[src/hw/pom_pkg.sv]
package pom_pkg;

  // ----------------------------------------------------------------
  // timing
  // ----------------------------------------------------------------
  localparam int unsigned CLK_HZ            = 50_000_000;
  localparam int unsigned HOLD_TIME_MS      = 140;
  localparam int unsigned HOLD_CYC          = (HOLD_TIME_MS * (CLK_HZ / 1000));
  localparam int unsigned NO_LIGHT_MAX_US   = 100;
  localparam int unsigned NO_LIGHT_MAX_CYC  = (NO_LIGHT_MAX_US * (CLK_HZ / 1_000_000));
  localparam int unsigned HOLD_CNT_W        = 23;
  localparam int unsigned FILT_CNT_W        = 13;

  // ----------------------------------------------------------------
  // identification memory and serial link
  // ----------------------------------------------------------------
  localparam int unsigned ID_DEPTH          = 256;
  localparam int unsigned ID_AW             = 8;
  localparam logic [3:0]  BIT_CNT_FULL      = 4'h8;
  localparam logic [3:0]  BIT_CNT_RST       = 4'h0;
  localparam logic [7:0]  ID_MEM_RST        = 8'h00;
  localparam logic [7:0]  PTR_RST           = 8'h00;

  // ----------------------------------------------------------------
  // reset values of pins
  // ----------------------------------------------------------------
  localparam logic        TX_OFF_RST        = 1'b1;
  localparam logic        SUP_RST_RST       = 1'b1;
  localparam logic        RELEASE           = 1'b1;
  localparam logic        DRIVE_LOW         = 1'b0;

  // serial slave states
  typedef enum logic [8:0] {
    ST_IDLE  = 9'h001,
    ST_ADDR  = 9'h002,
    ST_AACK  = 9'h004,
    ST_WORD  = 9'h008,
    ST_WACK  = 9'h010,
    ST_WDAT  = 9'h020,
    ST_DACK  = 9'h040,
    ST_RDAT  = 9'h080,
    ST_RACK  = 9'h100
  } pom_state_t;

  // supervision inputs from the analog front end
  typedef struct packed {
    logic tx_off;        // transmitter_off_input level
    logic laser_fault;   // automatic shutdown circuit fault detect
    logic supply_ok;     // supply above supply_reset_threshold
    logic rx_power_low;  // received power below sensitivity
  } pom_sense_t;

  // supervision outputs
  typedef struct packed {
    logic laser_enable;
    logic laser_fault_flag;
    logic no_light_flag;
    logic supervisor_reset;
  } pom_status_t;

endpackage : pom_pkg

[src/hw/pom_mgmt.sv]
// Functional notes
// - laser fault disables laser, fault flag high
// - transmitter on only while off input low
// - no light flag high below sensitivity
// - module present pin driven to ground
// - identification over two-wire link, host clocks
// - type information held in identification memory
// - low supply asserts internal reset
// - reset held 140 ms after supply returns
// - laser dark during supervisor reset
// - laser on only after reset timeout
// - no light flag settles within 100 us
`timescale 1ns/1ns
module pom_mgmt
  import pom_pkg::*;
#(
  parameter int unsigned HOLD_CYCLES    = HOLD_CYC,
  parameter int unsigned NO_LIGHT_CYCLES = NO_LIGHT_MAX_CYC,
  parameter logic [6:0]  DEV_ADDR       = 7'h2a  // arbitrary value
) (
  input  wire logic        clk,
  input  wire logic        srst,
  input  wire pom_sense_t  sense,
  output pom_status_t      status,
  output logic             module_present_n_o,
  output logic             module_present_oe_n,
  input  wire logic        id_serial_clock,
  input  wire logic        id_serial_data_i,
  output logic             id_serial_data_o,
  output logic             id_serial_data_oe_n
);

  // ----------------------------------------------------------------
  // helpers
  // ----------------------------------------------------------------
  function automatic logic [ID_AW-1:0] pom_ptr_inc(input logic [ID_AW-1:0] p);
    pom_ptr_inc = p + 8'h01;
  endfunction : pom_ptr_inc

  // ----------------------------------------------------------------
  // supervisor
  // ----------------------------------------------------------------
  logic [HOLD_CNT_W-1:0] hold_cnt_q;
  logic [HOLD_CNT_W-1:0] hold_cnt_d;
  logic                  sup_rst_q;
  logic                  sup_rst_d;
  // release only once the whole count of good-supply cycles has been seen
  wire                   hold_done = (hold_cnt_q >= HOLD_CNT_W'(HOLD_CYCLES));

  // counter restarts on every dip, so a brownout always earns the full hold
  assign hold_cnt_d = !sense.supply_ok ? '0 :
                      hold_done ? hold_cnt_q : hold_cnt_q + HOLD_CNT_W'(1);
  assign sup_rst_d  = !sense.supply_ok | !hold_done;

  always_ff @(posedge clk) begin
    if (srst) begin
      hold_cnt_q <= '0;
      sup_rst_q  <= SUP_RST_RST;
    end else begin
      hold_cnt_q <= hold_cnt_d;
      sup_rst_q  <= sup_rst_d;
    end
  end

  // ----------------------------------------------------------------
  // laser fault and enable
  // ----------------------------------------------------------------
  logic fault_q;
  logic fault_d;
  logic laser_en_d;

  // fault latches; cleared only by an off request or supervisor reset
  assign fault_d    = sense.laser_fault | (fault_q & ~sense.tx_off & ~sup_rst_q);
  assign laser_en_d = ~sense.tx_off & ~fault_d & ~sup_rst_d;

  always_ff @(posedge clk) begin
    if (srst) begin
      fault_q <= 1'b0;
    end else begin
      fault_q <= fault_d;
    end
  end

  // ----------------------------------------------------------------
  // no light filter
  // ----------------------------------------------------------------
  logic [FILT_CNT_W-1:0] filt_cnt_q;
  logic [FILT_CNT_W-1:0] filt_cnt_d;
  logic                  no_light_d;
  // half the bound: rejects glitches yet leaves margin to the limit
  wire                   filt_done = (filt_cnt_q >= FILT_CNT_W'(NO_LIGHT_CYCLES / 2));
  wire                   filt_diff = (sense.rx_power_low != status.no_light_flag);

  assign filt_cnt_d = !filt_diff ? '0 : filt_cnt_q + FILT_CNT_W'(1);
  assign no_light_d = (filt_diff & filt_done) ? sense.rx_power_low
                                              : status.no_light_flag;

  always_ff @(posedge clk) begin
    if (srst) begin
      filt_cnt_q <= '0;
    end else begin
      filt_cnt_q <= filt_done ? '0 : filt_cnt_d;
    end
  end

  // ----------------------------------------------------------------
  // status pins
  // ----------------------------------------------------------------
  // no light reads high from reset: nothing has been seen yet
  always_ff @(posedge clk) begin
    if (srst) begin
      status              <= '{1'b0, 1'b0, 1'b1, SUP_RST_RST};
      module_present_n_o  <= DRIVE_LOW;
      module_present_oe_n <= DRIVE_LOW;
    end else begin
      status.laser_enable     <= laser_en_d;
      status.laser_fault_flag <= fault_d;
      status.no_light_flag    <= no_light_d;
      status.supervisor_reset <= sup_rst_d;
      module_present_n_o      <= DRIVE_LOW;
      module_present_oe_n     <= DRIVE_LOW;
    end
  end

  // ----------------------------------------------------------------
  // two-wire identification slave
  // ----------------------------------------------------------------
  logic             scl_q;
  logic             sda_q;
  pom_state_t       st_q;
  pom_state_t       st_d;
  logic [3:0]       cnt_q;
  logic [7:0]       sr_q;
  logic             rw_q;
  logic [ID_AW-1:0] ptr_q;
  logic             oe_n_q;
  logic [7:0]       id_mem_q [ID_DEPTH];

  // line events, taken on the host-driven clock level
  wire scl_rise  = id_serial_clock & ~scl_q;
  wire scl_fall  = ~id_serial_clock & scl_q;
  wire start_det = id_serial_clock & scl_q & sda_q & ~id_serial_data_i;
  wire stop_det  = id_serial_clock & scl_q & ~sda_q & id_serial_data_i;
  wire byte_full = (cnt_q == BIT_CNT_FULL);
  wire addr_hit  = (sr_q[7:1] == DEV_ADDR);
  wire rx_state  = (st_q == ST_ADDR) | (st_q == ST_WORD) | (st_q == ST_WDAT);
  wire [7:0] rd_byte = id_mem_q[ptr_q];
  wire mem_we    = scl_fall & byte_full & (st_q == ST_WDAT);

  // next state; start and stop override from any state
  always_comb begin
    st_d = st_q;
    if (start_det) begin
      st_d = ST_ADDR;
    end else if (stop_det) begin
      st_d = ST_IDLE;
    end else if (scl_fall) begin
      unique case (st_q)
        ST_IDLE: st_d = ST_IDLE;
        ST_ADDR: st_d = byte_full ? (addr_hit ? ST_AACK : ST_IDLE) : ST_ADDR;
        ST_AACK: st_d = rw_q ? ST_RDAT : ST_WORD;
        ST_WORD: st_d = byte_full ? ST_WACK : ST_WORD;
        ST_WACK: st_d = ST_WDAT;
        ST_WDAT: st_d = byte_full ? ST_DACK : ST_WDAT;
        ST_DACK: st_d = ST_WDAT;
        ST_RDAT: st_d = byte_full ? ST_RACK : ST_RDAT;
        ST_RACK: st_d = ST_RDAT;
        default: st_d = ST_IDLE;
      endcase
    end else if (scl_rise & (st_q == ST_RACK) & id_serial_data_i) begin
      st_d = ST_IDLE;  // host declined further bytes
    end
  end

  // edge history
  always_ff @(posedge clk) begin
    if (srst) begin
      scl_q <= RELEASE;
      sda_q <= RELEASE;
      st_q  <= ST_IDLE;
    end else begin
      scl_q <= id_serial_clock;
      sda_q <= id_serial_data_i;
      st_q  <= st_d;
    end
  end

  // bit counter and shift register
  always_ff @(posedge clk) begin
    if (srst) begin
      cnt_q <= BIT_CNT_RST;
      sr_q  <= '0;
      rw_q  <= 1'b0;
    end else if (start_det) begin
      cnt_q <= BIT_CNT_RST;
    end else if (scl_rise & (rx_state | (st_q == ST_RDAT))) begin
      cnt_q <= cnt_q + 4'h1;
      sr_q  <= rx_state ? {sr_q[6:0], id_serial_data_i} : sr_q;
    end else if (scl_fall) begin
      if (byte_full | (st_q == ST_AACK) | (st_q == ST_WACK) | (st_q == ST_DACK)) begin
        cnt_q <= BIT_CNT_RST;
      end
      if ((st_q == ST_ADDR) & byte_full) begin
        rw_q <= sr_q[0];
      end
      if ((st_d == ST_RDAT) & (st_q != ST_RDAT)) begin
        sr_q <= rd_byte;
      end else if (st_q == ST_RDAT) begin
        sr_q <= {sr_q[6:0], 1'b0};
      end
    end
  end

  // pointer: set by word byte, advances after each data byte
  always_ff @(posedge clk) begin
    if (srst) begin
      ptr_q <= PTR_RST;
    end else if (scl_fall & byte_full & (st_q == ST_WORD)) begin
      ptr_q <= sr_q;
    end else if (scl_fall & byte_full & ((st_q == ST_WDAT) | (st_q == ST_RDAT))) begin
      ptr_q <= pom_ptr_inc(ptr_q);
    end
  end

  // identification storage; flops stand in for the nonvolatile array
  always_ff @(posedge clk) begin
    if (srst) begin
      for (int i = 0; i < ID_DEPTH; i++) begin
        id_mem_q[i] <= ID_MEM_RST;
      end
    end else if (mem_we) begin
      id_mem_q[ptr_q] <= sr_q;
    end
  end

  // data pin drive, changes on a falling clock edge; released on start or stop
  wire ack_next  = (st_d == ST_AACK) | (st_d == ST_WACK) | (st_d == ST_DACK);
  wire load_next = (st_d == ST_RDAT) & (st_q != ST_RDAT);

  always_ff @(posedge clk) begin
    if (srst) begin
      oe_n_q <= RELEASE;
    end else if (start_det | stop_det) begin
      oe_n_q <= RELEASE;
    end else if (scl_fall) begin
      if (ack_next) begin
        oe_n_q <= DRIVE_LOW;
      end else if (load_next) begin
        oe_n_q <= rd_byte[7];
      end else if ((st_q == ST_RDAT) & ~byte_full & (st_d == ST_RDAT)) begin
        oe_n_q <= sr_q[6];
      end else begin
        oe_n_q <= RELEASE;
      end
    end
  end

  // open drain: the pin only ever pulls low
  always_ff @(posedge clk) begin
    if (srst) begin
      id_serial_data_o <= DRIVE_LOW;
    end else begin
      id_serial_data_o <= DRIVE_LOW;
    end
  end

  assign id_serial_data_oe_n = oe_n_q;

endmodule : pom_mgmt

[config.mk]
export PLATFORM = sky130hd
export DESIGN_NAME = pom_mgmt
export DESIGN_NICKNAME = d
export VERILOG_FILES = /design/src/hw/pom_pkg.sv /design/src/hw/pom_mgmt.sv
export SDC_FILE = /design/constraint.sdc
export NUM_CORES = 2
export LEC_CHECK = 0
export BUFFER_PORTS_ARGS = -buffer_cell sky130_fd_sc_hd__buf_2
export CORE_ASPECT_RATIO = 0.7
export CORE_MARGIN = 3
export CORE_UTILIZATION = 44
export DETAILED_ROUTE_END_ITERATION = 12
export HOLD_SLACK_MARGIN = 0.15
export SLEW_MARGIN = 20
export SYNTH_ARGS = -nofsm -noshare
export SYNTH_HDL_FRONTEND = slang
export SYNTH_SLANG_ARGS = --single-unit
[constraint.sdc]
create_clock -name clk -period 4.47 [get_ports clk]
set_input_delay 0.2235 -clock clk [delete_from_list [all_inputs] [get_ports clk]]
set_output_delay 0.2235 -clock clk [all_outputs]
set_load 0.02 [all_outputs]
### Word level (Yosys, flattened, before mapping)

Memory sizes are Yosys's and may differ from the RTL's. A register that Yosys moved wholly into a read port is not among the register bits.
Cells that the tools add are included.

| storage, ports and cells | value |
|---|---|
| RAM bits | 2048 |
| input bits | 8 |
| memories | 1 |
| output and inout port bits | 8 |
| bits in registers | 73 |

Memory list:

| name | words | bits a word | rd ports | clocked after memory_dff | wr ports | RTL line | text |
|---|---|---|---|---|---|---|---|
| id_mem_q | 256 | 8 | 1 | 1 | 256 | pom_mgmt.sv:137 | `logic [7:0] id_mem_q [ID_DEPTH];` |

| cells by class | value |
|---|---|
| multiplexer cells | 34 |
| reductions and logical operators | 15 |
| $lt $le $gt $ge | 2 |
| $add $sub $neg | 4 |
| bitwise operators | 48 |
| eq/ne operators | 17 |

Operators by type and width:

| kind | count |
|---|---|
| $mux 8 | 12 |
| $pmux 9 s7 | 1 |
| $mux 9 | 5 |
| $add 23x1->23 const B | 1 |
| $and 1x1->1 | 23 |
| $ge 23x23->1 const B | 1 |
| $eq 9x3->1 const B | 2 |
| $eq 9x5->1 const B | 2 |
| $eq 9x7->1 const B | 2 |
| $eq 9x8->1 const B | 2 |
| $add 13x1->13 const B | 1 |
| $ge 13x12->1 const B | 1 |
| $not 1->1 | 13 |
| $mux 4 | 3 |
| $or 1x1->1 | 12 |
| $eq 9x2->1 const B | 1 |
| $eq 9x4->1 const B | 1 |
| $eq 9x6->1 const B | 1 |
| $eq 9x9->1 const B | 1 |
| $mux 1 | 9 |
| $ne 9x8->1 const B | 1 |
| $add 8x1->8 const B | 1 |
| $reduce_and 4->1 | 2 |
| $reduce_or 2->1 | 4 |
| 14 further kinds | 18 |

### Longest topological paths before layout

| logic depth | value |
|---|---|
| depth in word-level cells | 13 |
| mapped depth | 14 |

### Least setup slack after synthesis

OpenSTA, ideal clock, no wires.

| timing | value |
|---|---|
| kind | reg-to-reg |
| start | reg st_q[1] |
| end | mem id_mem_q[100][0], enable pin |
| data required time | 4.095 ns |
| period minus slack after synthesis | 2.769 ns |
| setup time | 0.375 ns |
| setup slack | 1.701 ns |
| stages on the path, launching flop included | 10 |
| arrival time | 2.394 ns |
| path buffers | 2 |
| cells stage by stage | dfxtp_1 > or3_1 > nor3_2 > nand2_1 > nor3_1 > and2_1 > clkbuf_1 > nand2_1 > clkbuf_1 > o21bai_1 |

RTL lines:

| element | RTL line | text |
|---|---|---|
| start, declared | pom_mgmt.sv:130 | `pom_state_t st_q;` |
| start signal, assigned | pom_mgmt.sv:184 | `st_q <= st_d;` |
| end, declared | pom_mgmt.sv:137 |  |

==> results.sh <==
export IMPL_cts_tree="done"
export IMPL_drc=0
export IMPL_clkSinkCount=2129
export IMPL_final_max_slew_violation_count=0
export IMPL_p_int_mw=33.1
export IMPL_finalNonFillerCells=9860
export IMPL_ir_worst_vdd_mv=0.299
export IMPL_wire_per_inst_microns=31.1
export IMPL_grt_antenna_before_repair=11
export IMPL_vias=61500
export IMPL_relSlewSlack_pct=15.3
export IMPL_skew_ps=71.7
export IMPL_grt_pass1_vias=58100
export IMPL_synth_top_cells_by_count="nor2_1 (2153), edfxtp_1 (2048), mux4_2 (498)"
export IMPL_clock_latency_ps=890
export IMPL_fp_coreArea_sq_mm=0.213
export IMPL_synthArstFlopShare_pct=0
export IMPL_grt_ovfl_total=0
export IMPL_pwr_share_seq_pct=54.7
export IMPL_drive_gt1_share_pct=19.3
export IMPL_syn_to_final_growth_pct=12.0
export IMPL_syn_area_per_cell_sq_um=14.0
export IMPL_cts_root_buf="clkbuf_16"
export IMPL_grt_use_total_pct=27.3
export IMPL_synth_area_top_cells="edfxtp_1 (65%), mux4_2 (12%), nor2_1 (8.5%)"
export IMPL_post_cts_setup_buffers=0
export IMPL_synth_compound_area_share_pct=4.75
export IMPL_rows=141
export IMPL_switchingPower_mw=9.05
export IMPL_crit_family="compound AO/OA/AOI/OAI gates"
export IMPL_p_comb_share_pct=3.8
export IMPL_arrival_ps=5180
export IMPL_netlist_instances=6759
export IMPL_worstHoldStart="sense[1]"
export IMPL_die_h_microns=394
export IMPL_hpwlAfterDp_microns=202000
export IMPL_clkTransAtPathRegs_ps=70
export IMPL_period_share_pct=99.3
export IMPL_fin_nets=6852
export IMPL_worstPathRequired_ps=5220
export IMPL_via_per_inst=6.24
export IMPL_synth_area_mux_share_pct=13.8
export IMPL_p_clk_share_pct=41.4
export IMPL_detail_route_antenna_nets=0
export IMPL_clockBufferDepth=4
export IMPL_ys_types=90
export IMPL_dp_cells=9468
export IMPL_drv_cap=0
export IMPL_path_class="reg -> reg"
export IMPL_critPathLaunchType="register"
export IMPL_max_freq_mhz=225
export IMPL_hold_violations=0
export IMPL_min_period_ps=4440
export IMPL_hp_class="in -> reg"
export IMPL_synthXorXnorAreaFrac_pct=0.268
export IMPL_finalWeightedCongestion=0.958
export IMPL_p_leak_nw=31.8
export IMPL_setup_viol=0
export IMPL_yosysTopAreaCell="edfxtp_1"
export IMPL_start_util_pct=44.6
export IMPL_slowest_delay_ps=620
export IMPL_wirelength_microns=306000
export IMPL_r2r_slack_ps=30
export IMPL_ys_ff_latch=2129
export IMPL_p_per_area_mw_per_mm2=397
export IMPL_grt_max_degree=108
export IMPL_crit_chain="buf_12 -> buf_4 -> mux2i_1 -> o22ai_1 -> nor2_1 -> a211oi_1 -> buf_4 -> nor4_1 -> a41oi_1 -> o31ai_1 -> o41ai_1"
export IMPL_setup_tns_ps=0
export IMPL_tightest_slew_ps=1270
export IMPL_numCtsBuffers=210
export IMPL_synth_edff_count=2048
export IMPL_drt_pass1_iter_count=6
export IMPL_holdBufCountCts=14
export IMPL_synth_seq_area_share_pct=66.5
export IMPL_synth_fa_ha_area_share_pct=0.132
export IMPL_synth_ff_type="edfxtp_1"
export IMPL_grt_setup_unrepaired="false"
export IMPL_end_kind="register"
export IMPL_status="completed"
export IMPL_place_area_sq_mm=0.0995
export IMPL_post_route_util_pct=50.0
export IMPL_portBuffers=12
export IMPL_cp_slowest_cell="a41oi_1"
export IMPL_grt_pass1_wl_microns=438000
export IMPL_die_area_sq_mm=0.221
export IMPL_htree_num_levels=4
export IMPL_crit_fanout=33
export IMPL_synth_top_cell_area_share_pct=64.8
export IMPL_fin_total_pwr_mw=42.1
export IMPL_die_x_microns=561
export IMPL_synthSimpleGateAreaFrac_pct=11.0
export IMPL_yosysWarnings=0
export IMPL_yosysMostFrequentCell="nor2_1"
export IMPL_p_sw_share_pct=21.5
export IMPL_netlist_area_sq_mm=0.0949
export IMPL_ios=16
export IMPL_synth_top_family_by_area="multiplexers"
export IMPL_crit_buf_inv=3
export IMPL_final_area_sq_mm=0.106
export IMPL_drt_iter0_markers=10400
export IMPL_crit_path_frequent_cell="buf_4"
export IMPL_cts_resized=0
-- worst min-delay path: stages --
cell	delay, ps
dlygate4sd3_1	540
buf_2	130
nor2b_1	150
o21a_1	110
-- logic make-up after synthesis --
group           count (synthesis)
simple gates                 2626
flops                        2129
buf+inv                       668
mux                           665
compound gates                631
xor+xnor                       29
fa+ha+maj                      10
other cells                     1
-- final timing paths --
check                                 endpoint  cells past startpoint
worst max-delay path                   sr_q[2]                     11
worst min-delay path            hold_cnt_q[13]                      4
worst max register to register         sr_q[2]                     11
worst min register to register   filt_cnt_q[0]                      1
-- metal layers --
layer	vias to the layer above	track usage (%)	share of wire, %
met5	-	0	0.026
met3	556	8.76	15
met4	6	7.05	3.0
met1	31500	42.6	41
li1	25000	-	-
met2	4403	36.5	40
-- cells in the final DEF (no fill, tap or decap), types with 9 or more instances in the layout --
master / count
o211ai_1: 16
buf_2: 11
a21oi_1: 75
nor3_1: 34
mux4_2: 498
dlygate4sd3_1: 14
clkinv_2: 36
and2_1: 21
a31oi_1: 16
mux2i_1: 149
o21ai_0: 38
a211oi_1: 28
nand2_1: 220
nand2_4: 16
o21ai_1: 12
buf_12: 42
edfxtp_1: 2048
nand2b_1: 27
bufinv_16: 16
clkbuf_1: 38
buf_4: 437
nor4_1: 9
a221oi_1: 13
clkinv_1: 51
inv_1: 19
o21bai_1: 258
clkbuf_16: 212
and3_1: 15
xor2_1: 21
nor2b_1: 21
o2111ai_1: 10
nor2_1: 2152
mux4_1: 10
or2_2: 12
nand3_1: 39
ha_1: 10
dfxtp_1: 68
a22oi_1: 42
nand4_1: 17
o22ai_1: 44
-- flip-flops by register name, summed over array words and instances (netlist names), 4 cells and up, named ones only --
signal      flops
cnt_q           4
filt_cnt_q     13
hold_cnt_q     23
id_mem_q     2048
ptr_q           8
sr_q            8
st_q            9
status          4
-- power by group through the flow --
stage | combinational (mW) | sequential (mW) | clock (mW)
after detailed placement | 1.56 | 23.5 | 0
after CTS | 1.58 | 23.1 | 17.6
after global placement | 1.56 | 23.4 | 0
final | 1.61 | 23.1 | 17.5
after global routing | 1.67 | 23.1 | 18.4
after floorplan | 0.849 | 23.3 | 0
-- final cells by class --
| cell class | instances | area [sq um] |
|---|---|---|
| clock buffers | 259 | 5560 |
| flip-flops and latches | 2129 | 63100 |
| multi-input cells | 3965 | 28500 |
| fillers | 17900 | 106000 |
| repair buffers | 505 | 4330 |
| diodes | 7 | 17.5 |
| clock inverters | 112 | 976 |
| well taps | 2860 | 3580 |
| inverters | 23 | 88.8 |
-- metrics by stage --
stage / setup slack, ps / hold WS [ps]
4_1_cts: 225 / 317
3_5_place_dp: 224 / 409
2_1_floorplan: 1700 / 301
3_3_place_gp: 286 / 401
6_report: 33.2 / 354
5_1_grt: 190 / 369
No activity file was read; power rests on OpenSTA's default activity.
